### config.mk
export PLATFORM = sky130hd
export DESIGN_NAME = mif_irq
export DESIGN_NICKNAME = d
export VERILOG_FILES = /design/src/design/mif_irq.v
export VERILOG_INCLUDE_DIRS = /design/src /design/src/design
export SDC_FILE = /design/constraint.sdc
export NUM_CORES = 1
export LEC_CHECK = 0
export BUFFER_PORTS_ARGS = -buffer_cell sky130_fd_sc_hd__buf_2
export CORE_UTILIZATION = 34
export CTS_CLUSTER_SIZE = 16
export DETAILED_ROUTE_END_ITERATION = 16
export GPL_ROUTABILITY_DRIVEN = 0
export PLACE_DENSITY_LB_ADDON = 0.08
export RECOVER_POWER = 25
export SLEW_MARGIN = 20
export SYNTH_ARGS = -nofsm -noshare
export SYNTH_HDL_FRONTEND = slang
export SYNTH_SLANG_ARGS = --single-unit
### constraint.sdc
create_clock -name ref_clk_i -period 2.35 [get_ports ref_clk_i]
set_clock_uncertainty 0.05 [all_clocks]
set_input_delay 0.1175 -clock ref_clk_i [delete_from_list [all_inputs] [get_ports ref_clk_i]]
set_output_delay 0.1175 -clock ref_clk_i [all_outputs]
set_load 0.01 [all_outputs]
### src/design/mif_defines.vh
`ifndef MIF_DEFINES_VH
`define MIF_DEFINES_VH

// register indices as printed, byte address is four times the index
`define MIF_IDX_ENABLE 8'h18
`define MIF_IDX_FLAGS 8'h19
`define MIF_IDX_FLAGS_COR 8'h1A
`define MIF_ADDR_ENABLE 8'h60
`define MIF_ADDR_FLAGS 8'h64
`define MIF_ADDR_FLAGS_COR 8'h68

// register widths and reset values
`define MIF_NUM_FLAGS 20
`define MIF_ENABLE_RESET 20'h00000
`define MIF_FLAGS_RESET 20'h00000
`define MIF_ENABLE_WMASK 20'hFDFFF

// flag bit positions
`define MIF_BIT_ACT_HALF 0
`define MIF_BIT_REACT_HALF 1
`define MIF_BIT_APP_HALF 2
`define MIF_BIT_SAG_A 3
`define MIF_BIT_TMO_A 6
`define MIF_BIT_CROSS_A 9
`define MIF_BIT_LINE_DONE 12
`define MIF_BIT_RESET_EVT 13
`define MIF_BIT_PEAK_V 14
`define MIF_BIT_PEAK_I 15
`define MIF_BIT_WAVE 16
`define MIF_BIT_ACT_SIGN 17
`define MIF_BIT_REACT_SIGN 18
`define MIF_BIT_SEQ_ERR 19

// axi responses
`define MIF_RESP_OKAY 2'h0
`define MIF_RESP_SLVERR 2'h2

`endif

### src/design/mif_irq.v
// The AXI4-Lite register port was chosen for this implementation.
`timescale 1ns/10ps
`include "mif_defines.vh"
// What this block does
// - request line driven low while any enabled flag is set.
// - reading the clear-on-read flag register releases the request line.
// - every event sets its flag; the line is driven only if enabled.
// - flags other than bit 13 stay set until cleared, even after the event condition ends.
// - clear-on-read register returns flags, then clears to default every flag with no new event that cycle.
// - bit 0 flags a change of bit 14 in any active energy accumulator.
// - bit 1 flags a change of bit 14 in any reactive energy accumulator.
// - bit 2 flags a 0-to-1 step of bit 15 in any apparent accumulator.
// - bits 3 to 5 flag a voltage sag on phases a, b, c.
// - bits 6 to 8 flag a missing zero crossing on phases a, b, c.
// - bits 9 to 11 flag a voltage zero crossing on phases a, b, c.
// - bit 12 flags end of line-cycle energy accumulation.
// - bit 14 flags selected voltage above peak voltage level.
// - bit 15 flags selected current above peak current level.
// - bit 16 flags a new waveform sample ready for the host.
// - bit 17 flags active power sign change in a selected phase.
// - bit 18 flags reactive power sign change in a selected phase.
// - bit 19 flags crossing on phase a followed by b instead of c.
// - bit 13 reads as one for exactly one clock after reset.
module mif_irq #(
    parameter NUM_FLAGS = `MIF_NUM_FLAGS
) (
    // clock and reset
    input wire ref_clk_i,
    input wire rst_n_i,
    // accumulator top bits, per phase a, b, c
    input wire [2:0] active_energy_accum_b14_i,
    input wire [2:0] reactive_energy_accum_b14_i,
    input wire [2:0] apparent_energy_accum_b15_i,
    // line monitor event pulses, per phase a, b, c
    input wire [2:0] sag_i,
    input wire [2:0] crossing_timeout_i,
    input wire [2:0] crossing_i,
    // single event pulses
    input wire line_cycle_energy_done_i,
    input wire peak_voltage_i,
    input wire peak_current_i,
    input wire waveform_sample_ready_i,
    // power signs per phase and the phase-sum selection
    input wire [2:0] active_power_neg_i,
    input wire [2:0] reactive_power_neg_i,
    input wire [2:0] phase_sum_select_i,
    // open-drain request line
    output wire irq_n_o,
    output wire irq_oe_o,
    // axi4-lite write address
    input wire [7:0] s_axi_awaddr,
    input wire s_axi_awvalid,
    output wire s_axi_awready,
    // axi4-lite write data
    input wire [31:0] s_axi_wdata,
    input wire [3:0] s_axi_wstrb,
    input wire s_axi_wvalid,
    output wire s_axi_wready,
    // axi4-lite write response
    output wire [1:0] s_axi_bresp,
    output wire s_axi_bvalid,
    input wire s_axi_bready,
    // axi4-lite read address
    input wire [7:0] s_axi_araddr,
    input wire s_axi_arvalid,
    output wire s_axi_arready,
    // axi4-lite read data
    output wire [31:0] s_axi_rdata,
    output wire [1:0] s_axi_rresp,
    output wire s_axi_rvalid,
    input wire s_axi_rready
);

    // sequence checker states
    localparam [1:0] SEQ_IDLE = 2'b01;
    localparam [1:0] SEQ_AFTER_A = 2'b10;

    // flag and enable state
    reg [NUM_FLAGS-1:0] enable_q;
    reg [NUM_FLAGS-1:0] enable_d;
    reg [NUM_FLAGS-1:0] flags_q;
    reg [NUM_FLAGS-1:0] flags_d;
    reg [NUM_FLAGS-1:0] event_set;
    reg [NUM_FLAGS-1:0] reset_evt_vec;
    reg reset_evt_q;
    reg irq_oe_q;

    // history of the watched levels
    reg hist_valid_q;
    reg [2:0] act_b14_q;
    reg [2:0] react_b14_q;
    reg [2:0] app_b15_q;
    reg [2:0] act_neg_q;
    reg [2:0] react_neg_q;

    // sequence checker state
    reg [1:0] seq_q;
    reg [1:0] seq_d;
    reg seq_err;

    // per-phase event terms and the flag view
    wire [2:0] act_change;
    wire [2:0] react_change;
    wire [2:0] app_rise;
    wire [2:0] act_sign_change;
    wire [2:0] react_sign_change;
    wire [NUM_FLAGS-1:0] flags_view;

    // bus state
    reg [7:0] awaddr_q;
    reg aw_got_q;
    reg [31:0] wdata_q;
    reg [3:0] wstrb_q;
    reg w_got_q;
    reg bvalid_q;
    reg [1:0] bresp_q;
    reg rvalid_q;
    reg [31:0] rdata_q;
    reg [1:0] rresp_q;

    // bus decode
    wire do_write;
    wire do_read;
    wire read_cor;
    wire [7:0] wr_idx;
    wire [7:0] rd_idx;
    wire [NUM_FLAGS-1:0] wr_bytes;

    // per-phase change detectors on accumulator bits and power signs
    genvar ph;
    generate
        for (ph = 0; ph < 3; ph = ph + 1) begin : g_phase
            assign act_change[ph] = hist_valid_q &
                (active_energy_accum_b14_i[ph] ^ act_b14_q[ph]);
            assign react_change[ph] = hist_valid_q &
                (reactive_energy_accum_b14_i[ph] ^ react_b14_q[ph]);
            assign app_rise[ph] = hist_valid_q &
                apparent_energy_accum_b15_i[ph] & ~app_b15_q[ph];
            assign act_sign_change[ph] = hist_valid_q & phase_sum_select_i[ph] &
                (active_power_neg_i[ph] ^ act_neg_q[ph]);
            assign react_sign_change[ph] = hist_valid_q & phase_sum_select_i[ph] &
                (reactive_power_neg_i[ph] ^ react_neg_q[ph]);
        end
    endgenerate

    // history of the watched bits, valid from the second cycle after reset
    always @(posedge ref_clk_i) begin
        if (!rst_n_i) begin
            hist_valid_q <= 1'b0;
            act_b14_q <= 3'h0;
            react_b14_q <= 3'h0;
            app_b15_q <= 3'h0;
            act_neg_q <= 3'h0;
            react_neg_q <= 3'h0;
        end else begin
            hist_valid_q <= 1'b1;
            act_b14_q <= active_energy_accum_b14_i;
            react_b14_q <= reactive_energy_accum_b14_i;
            app_b15_q <= apparent_energy_accum_b15_i;
            act_neg_q <= active_power_neg_i;
            react_neg_q <= reactive_power_neg_i;
        end
    end

    // phase sequence checker: after a crossing on a, wait for b or c
    always @* begin
        seq_d = seq_q;
        seq_err = 1'b0;
        case (seq_q)
            SEQ_IDLE: begin
                if (crossing_i[0]) begin
                    seq_d = SEQ_AFTER_A;
                end
            end
            SEQ_AFTER_A: begin
                if (crossing_i[2]) begin
                    seq_d = crossing_i[0] ? SEQ_AFTER_A : SEQ_IDLE;
                end else if (crossing_i[1]) begin
                    seq_err = 1'b1;
                    seq_d = crossing_i[0] ? SEQ_AFTER_A : SEQ_IDLE;
                end
            end
            default: begin
                seq_d = SEQ_IDLE;
            end
        endcase
    end

    // sequence state register
    always @(posedge ref_clk_i) begin
        if (!rst_n_i) begin
            seq_q <= SEQ_IDLE;
        end else begin
            seq_q <= seq_d;
        end
    end

    // event vector, one bit per flag
    always @* begin
        event_set = {NUM_FLAGS{1'b0}};
        event_set[`MIF_BIT_ACT_HALF] = |act_change;
        event_set[`MIF_BIT_REACT_HALF] = |react_change;
        event_set[`MIF_BIT_APP_HALF] = |app_rise;
        event_set[`MIF_BIT_SAG_A +: 3] = sag_i;
        event_set[`MIF_BIT_TMO_A +: 3] = crossing_timeout_i;
        event_set[`MIF_BIT_CROSS_A +: 3] = crossing_i;
        event_set[`MIF_BIT_LINE_DONE] = line_cycle_energy_done_i;
        event_set[`MIF_BIT_PEAK_V] = peak_voltage_i;
        event_set[`MIF_BIT_PEAK_I] = peak_current_i;
        event_set[`MIF_BIT_WAVE] = waveform_sample_ready_i;
        event_set[`MIF_BIT_ACT_SIGN] = |act_sign_change;
        event_set[`MIF_BIT_REACT_SIGN] = |react_sign_change;
        event_set[`MIF_BIT_SEQ_ERR] = seq_err;
    end

    // sticky flags: set wins over the clear-on-read
    always @* begin
        flags_d = flags_q;
        if (read_cor) begin
            flags_d = `MIF_FLAGS_RESET;
        end
        flags_d = flags_d | event_set;
    end

    // flag register
    always @(posedge ref_clk_i) begin
        if (!rst_n_i) begin
            flags_q <= `MIF_FLAGS_RESET;
        end else begin
            flags_q <= flags_d;
        end
    end

    // reset event bit, high for the single cycle after release
    always @(posedge ref_clk_i) begin
        if (!rst_n_i) begin
            reset_evt_q <= 1'b1;
        end else begin
            reset_evt_q <= 1'b0;
        end
    end

    // reset event placed at its own bit position
    always @* begin
        reset_evt_vec = {NUM_FLAGS{1'b0}};
        reset_evt_vec[`MIF_BIT_RESET_EVT] = reset_evt_q;
    end

    // what both flag registers show
    assign flags_view = flags_q | reset_evt_vec;

    // request flop fed from next values, so it moves with flags and enable
    always @(posedge ref_clk_i) begin
        if (!rst_n_i) begin
            irq_oe_q <= 1'b0;
        end else begin
            irq_oe_q <= |(flags_d & enable_d);
        end
    end

    // open-drain request, pulled low while an enabled flag is set
    assign irq_oe_o = irq_oe_q;
    assign irq_n_o = 1'b0;

    // axi write channels taken in either order
    assign s_axi_awready = !aw_got_q && !bvalid_q;
    assign s_axi_wready = !w_got_q && !bvalid_q;
    assign do_write = aw_got_q && w_got_q && !bvalid_q;
    assign wr_idx = {2'b00, awaddr_q[7:2]}; // word index of the held write

    always @(posedge ref_clk_i) begin
        if (!rst_n_i) begin
            aw_got_q <= 1'b0;
            w_got_q <= 1'b0;
            awaddr_q <= 8'h00;
            wdata_q <= 32'h00000000;
            wstrb_q <= 4'h0;
        end else begin
            if (s_axi_awvalid && s_axi_awready) begin
                aw_got_q <= 1'b1;
                awaddr_q <= s_axi_awaddr;
            end else if (do_write) begin
                aw_got_q <= 1'b0;
            end
            if (s_axi_wvalid && s_axi_wready) begin
                w_got_q <= 1'b1;
                wdata_q <= s_axi_wdata;
                wstrb_q <= s_axi_wstrb;
            end else if (do_write) begin
                w_got_q <= 1'b0;
            end
        end
    end

    // byte-lane mask for the enable register
    assign wr_bytes = {{4{wstrb_q[2]}}, {8{wstrb_q[1]}}, {8{wstrb_q[0]}}};

    // next enable value: chosen lanes only, reserved bit kept clear
    always @* begin
        enable_d = enable_q;
        if (do_write && wr_idx == `MIF_IDX_ENABLE) begin
            enable_d = (enable_q & ~wr_bytes) |
                (wdata_q[NUM_FLAGS-1:0] & wr_bytes & `MIF_ENABLE_WMASK);
        end
    end

    // enable register and write response
    always @(posedge ref_clk_i) begin
        if (!rst_n_i) begin
            enable_q <= `MIF_ENABLE_RESET;
            bvalid_q <= 1'b0;
            bresp_q <= `MIF_RESP_OKAY;
        end else begin
            enable_q <= enable_d;
            if (do_write) begin
                bvalid_q <= 1'b1;
                case (wr_idx)
                    `MIF_IDX_ENABLE: begin
                        bresp_q <= `MIF_RESP_OKAY;
                    end
                    default: begin
                        bresp_q <= `MIF_RESP_SLVERR; // read-only or unmapped
                    end
                endcase
            end else if (bvalid_q && s_axi_bready) begin
                bvalid_q <= 1'b0;
            end
        end
    end

    // write response outputs
    assign s_axi_bvalid = bvalid_q;
    assign s_axi_bresp = bresp_q;

    // axi read: one outstanding, data captured at address acceptance
    assign s_axi_arready = !rvalid_q;
    assign do_read = s_axi_arvalid && s_axi_arready;
    assign rd_idx = {2'b00, s_axi_araddr[7:2]};
    assign read_cor = do_read && (rd_idx == `MIF_IDX_FLAGS_COR);

    always @(posedge ref_clk_i) begin
        if (!rst_n_i) begin
            rvalid_q <= 1'b0;
            rdata_q <= 32'h00000000;
            rresp_q <= `MIF_RESP_OKAY;
        end else begin
            if (do_read) begin
                rvalid_q <= 1'b1;
                rresp_q <= `MIF_RESP_OKAY;
                case (rd_idx)
                    `MIF_IDX_ENABLE: begin
                        rdata_q <= {{(32-NUM_FLAGS){1'b0}}, enable_q};
                    end
                    `MIF_IDX_FLAGS: begin
                        rdata_q <= {{(32-NUM_FLAGS){1'b0}}, flags_view};
                    end
                    `MIF_IDX_FLAGS_COR: begin
                        rdata_q <= {{(32-NUM_FLAGS){1'b0}}, flags_view};
                    end
                    default: begin
                        rdata_q <= 32'h00000000;
                        rresp_q <= `MIF_RESP_SLVERR;
                    end
                endcase
            end else if (rvalid_q && s_axi_rready) begin
                rvalid_q <= 1'b0;
            end
        end
    end

    // read answer outputs
    assign s_axi_rvalid = rvalid_q;
    assign s_axi_rdata = rdata_q;
    assign s_axi_rresp = rresp_q;

endmodule // mif_irq

# After elaboration in Yosys (flattened, before gate mapping)
# Index checks and enable logic that the tools add are counted.
# totals
out_inout_bits	43
word_cells	122
in_bits	90
register_bits	131
# classes
n_reduce_logical	28
n_eq_ne	8
n_mux	22
bitwise	43
# op_table
cell	n
$and 20x20->20	3
$mux 20	2
$or 20x20->20	2
$pmux 20 s2	1
$eq 6x5->1 const B	4
$and 1x1->1	21
$not 20->20	1
$or 20x14->20	1
$reduce_or 20->1	1
$reduce_or 3->1	6
$mux 1	12
$mux 2	6
$xor 1x1->1	12
$logic_and 1x1->1	11
$reduce_bool 2->1	4
$logic_not 1->1	4
$pmux 2 s2	1
$ne 3x3->1 const B	1
$not 1->1	3
$eq 2x1->1 const B	1
$eq 2x2->1 const B	1
$ne 2x2->1 const B	1
$reduce_and 2->1	1
$reduce_or 2->1	1

# Depth between registers and ports, before layout
# logic_depth
word_depth	7
mapped_depth	7
mapped_depth_nobuf	6

# Worst setup path before layout
# OpenSTA, ideal clock, no wires.
# synth_path
path_kind	flip-flop to flip-flop
from	register bvalid_q, in the netlist s_axi_bvalid
to	register irq_oe_q, in the netlist irq_oe_o
path_stages_with_launch	8
t_arrival_ns	1.745
setup_time_ns	0.133
required_ns	2.167
path_slack_ns	0.422
path_buffers	1
synth_period_minus_slack_ns	1.928
path_cell_list	dfxtp_1 and3b_1 buf_4 nand4_1 mux2_2 o2bb2ai_1 nor4_1 a31oi_1
# synth_between
elab_chain_len	6
# synth_lines
element	line	rtl
start: declaration	mif_irq.v:115	reg bvalid_q;
start signal: assignment	mif_irq.v:311	bvalid_q <= 1'b0;
start signal: assignment	mif_irq.v:316	bvalid_q <= 1'b1;
start signal: assignment	mif_irq.v:326	bvalid_q <= 1'b0;
$logic_not 1->1	mif_irq.v:268	assign do_write = aw_got_q && w_got_q && !bvalid_q;
$logic_and 1x1->1	mif_irq.v:268	
$logic_and 1x1->1 (no line)	n/a	
$mux 20	mif_irq.v:301	if (do_write && wr_idx == `MIF_IDX_ENABLE) begin
$and 20x20->20	mif_irq.v:257	irq_oe_q <= |(flags_d & enable_d);
$reduce_or 20->1	mif_irq.v:257	
end signal: assignment	mif_irq.v:257	
end: declaration	mif_irq.v:86	reg irq_oe_q;
# No other way between the ends.
# A chain may end at the register's enable or synchronous reset.

# Final worst setup path
# layout_path
from	register rvalid_q, in the netlist s_axi_rvalid
to	register irq_oe_q, in the netlist irq_oe_o
# layout_between
elab_chain_len	7
# layout_lines
element	line	rtl
start: declaration	mif_irq.v:117	reg rvalid_q;
start signal: assignment	mif_irq.v:343	rvalid_q <= 1'b0;
start signal: assignment	mif_irq.v:348	rvalid_q <= 1'b1;
start signal: assignment	mif_irq.v:366	rvalid_q <= 1'b0;
$logic_not 1->1	mif_irq.v:336	assign s_axi_arready = !rvalid_q;
$logic_and 1x1->1	mif_irq.v:337	assign do_read = s_axi_arvalid && s_axi_arready;
$logic_and 1x1->1	mif_irq.v:339	assign read_cor = do_read && (rd_idx == `MIF_IDX_FLAGS_COR);
$mux 20	mif_irq.v:219	if (read_cor) begin
$or 20x20->20	mif_irq.v:222	flags_d = flags_d | event_set;
$and 20x20->20	mif_irq.v:257	
$reduce_or 20->1	mif_irq.v:257	
# No other way between the ends.

==> results.toml <==
[run_status]
status = "finished clean"

[logic_synthesis]
synthAdderAreaFrac = 0.00570
synth.largest_area_cell = "dfxtp_1"
synth_area_leaders = "dfxtp_1 52%, nor2_1 6.2%, mux2i_1 5.5%"
syn_inst = 479
yosysMostFrequentCell = "dfxtp_1"
synth-main-ff-cell = "dfxtp_1"
ys_seq_area_frac = 0.520
synth-xor-area-share = 0.0259
synth_top_family_by_area = "simple AND/OR/NAND/NOR gates"
async_flop_share = 0
yosys.area_share.simple = 0.189
synth_top_area_share = 0.520
synth-edff-count = 0
synth_compound_area_frac = 0.137
synth_common_cells = "114 x dfxtp_1, 72 x nor2_1, 47 x nand2_1, 37 x a21oi_1, 24 x mux2i_1"
ys_ff_latch = 114
synth-warning-count = 0
synthMuxAreaShare = 0.0573
avgSynthCellArea_um2 = 9.17
synth_area_mm2 = 0.00439
ys_types = 47

[cells_and_area]
fillers = 1264
seq_area_mm2 = 0.00228
drive_above_1_share = 0.199
area_delta_synth_final_pct = 39.5
diodes = 0
multiInputGateArea_mm2 = 0.00188
final_net_count = 729

[timing]
rsz0062_at_grt = "no"
min_period_ps = 2180
relSlewSlack = 0.226
setup_viol = 0
min_period_over_period = 0.926
slew_viol_final = 0
fmax_ghz = 0.460
hold_viol_final = 0
tightest_slew_ps = 1160
final.setup.tns_ps = 0

[floorplan]
rows = 41
core_area_mm2 = 0.0126
start_util = 0.348
die_area_mm2 = 0.0134
num_io_pins = 133
die_y_um = 116
die_w_um = 116

[detailed_routing]
vias_per_cell = 4.67
drt-wirelength-per-cell_um = 14.4
drt-initial-drc-count = 166
detail-route-antenna-nets = 0
firstDrtPassIters = 4
routed-via-count = 3828
drc = 0
wl_um = 11800

[setup_path]
crit_slowest_cell = "or4_4"
critical_path_required_ps = 2580
cp.arrival_ps = 2410
endpoint_kind = "flop"
critPathBufInv = 0
path_class = "reg2reg"
crit_fanout = 21
crit_family = "simple AND/OR/NAND/NOR gates"
worstSetupPathDepth = 6
worst_path_largest_cell_delay_ps = 660
cp-start-kind = "flop"
crit_path_cell_trace = "nand2b_4, or4_4, a21oi_1, o22ai_1, nor4_1, a31oi_1"
worst_r2r_path_depth = 6

[min_path]
whs_path_depth = 4
hold_path_class = "in2reg"

[global_route]
grt_overflow = 0
grt_pass1_wl_um = 18400
grt_start_max_net_pins = 37
antenna_found_initial = 0
track_usage = 0.186
grt_pass1_vias = 3656

[clocking]
insertion_delay_ps = 410
cts_sinks = 114
cts_max_path_buffers = 2
cts_tree = "done"
cts_buffers = 17
clk_pin_slew_worst_paths_ps = 50
h-tree-depth = 4
cts-root-buf = "clkbuf_16"

[power_and_ir_drop]
irDropWorstVdd_v = 0.000361
powerDensity_mw_per_mm2 = 812
total_power_w = 0.00498
p_leak_nw = 2.72

[place]
portBuffers = 99
dp_hpwl_um = 7940

[flow_run]
drv_cap = 0
-- cell type report --
type                       count  share of cell area
tap                          172              0.0351
inverter                      12             0.00735
clock buffer                  24              0.0802
timing repair buffer         168               0.189
clock inverter                 6             0.00898
multi-input combinational    324               0.307
sequential                   114               0.372
-- per-layer routing --
layer	vias up	global-route usage	part of all wire
met5	-	0	0
met4	0	0.0744	0.012
met3	12	0.0502	0.055
met2	106	0.305	0.47
met1	1782	0.231	0.47
li1	1928	-	-
-- cell usage in the layout, fill, tap and decap left out, types with 19 or more instances in the layout --
cell type	Yosys	layout
a21oi_1	37	37
clkbuf_1	21	23
nand2_1	47	47
buf_2	2	80
nor2_1	72	72
nor3_1	21	20
mux2i_1	24	24
dlygate4sd3_1	0	58
a221oi_1	19	19
dfxtp_1	114	114
-- kinds of logic (layout without fill, tap and decap cells) --
logic type                 count (synthesis)  in the layout
and+or+nand+nor                          178            178
DFF                                      114            114
AOI/OAI and AO/OA                         91             91
buffers and inverters                     55            210
muxes                                     25             25
xor gates and xnor gates                  13             13
adders and majority gates                  2              2
other                                      1             15
-- final timing paths --
kind,slack [ps],start,to
hold / removal,130,phase_sum_select_i[2],flags_q[18]
hold reg to reg,410,wdata_q[4],wdata_q[4]
setup / recovery,170,s_axi_rvalid,irq_oe_o
setup reg to reg,170,s_axi_rvalid,irq_oe_o
-- power breakdown --
part	switching, W	internal [W]
clock	0.000813	0.00154
sequential	0.0000600	0.00205
combinational	0.000271	0.000249
total	0.00114	0.00384
-- metrics by stage --
stage,util,instances,hold slack (ps),cell area (um^2),worst slack (ps)
after floorplan,-,493,95.2,4440,422
after global placement,0.398,732,292,5030,236
after detailed placement,0.398,732,292,5030,171
after CTS,0.488,820,46.1,6160,165
after global routing,0.486,820,129,6130,33.8
final,0.486,820,130,6130,174
-- tightest hold or removal path: cells and delay by family --
family / cells / cell delay, ps
AOI/OAI and AO/OA: 2 / 270
buffers and inverters: 1 / 90
and+or+nand+nor: 1 / 80
-- state kept, by name, indices dropped and copies added, names as in the netlist, 6 cells and up --
signal	cells
enable_q	20
flags_q	20
s_axi_rdata	20
wdata_q	19
awaddr_q	6
-- what timing repair did --
item,4_1_cts,5_1_grt
setup buffers,0,0
setup endpoints to repair,0,0
endpoints found under the hold margin,58,0
resized for setup,0,0
hold buffers,58,0
Power figures use the tool's default switching activity.
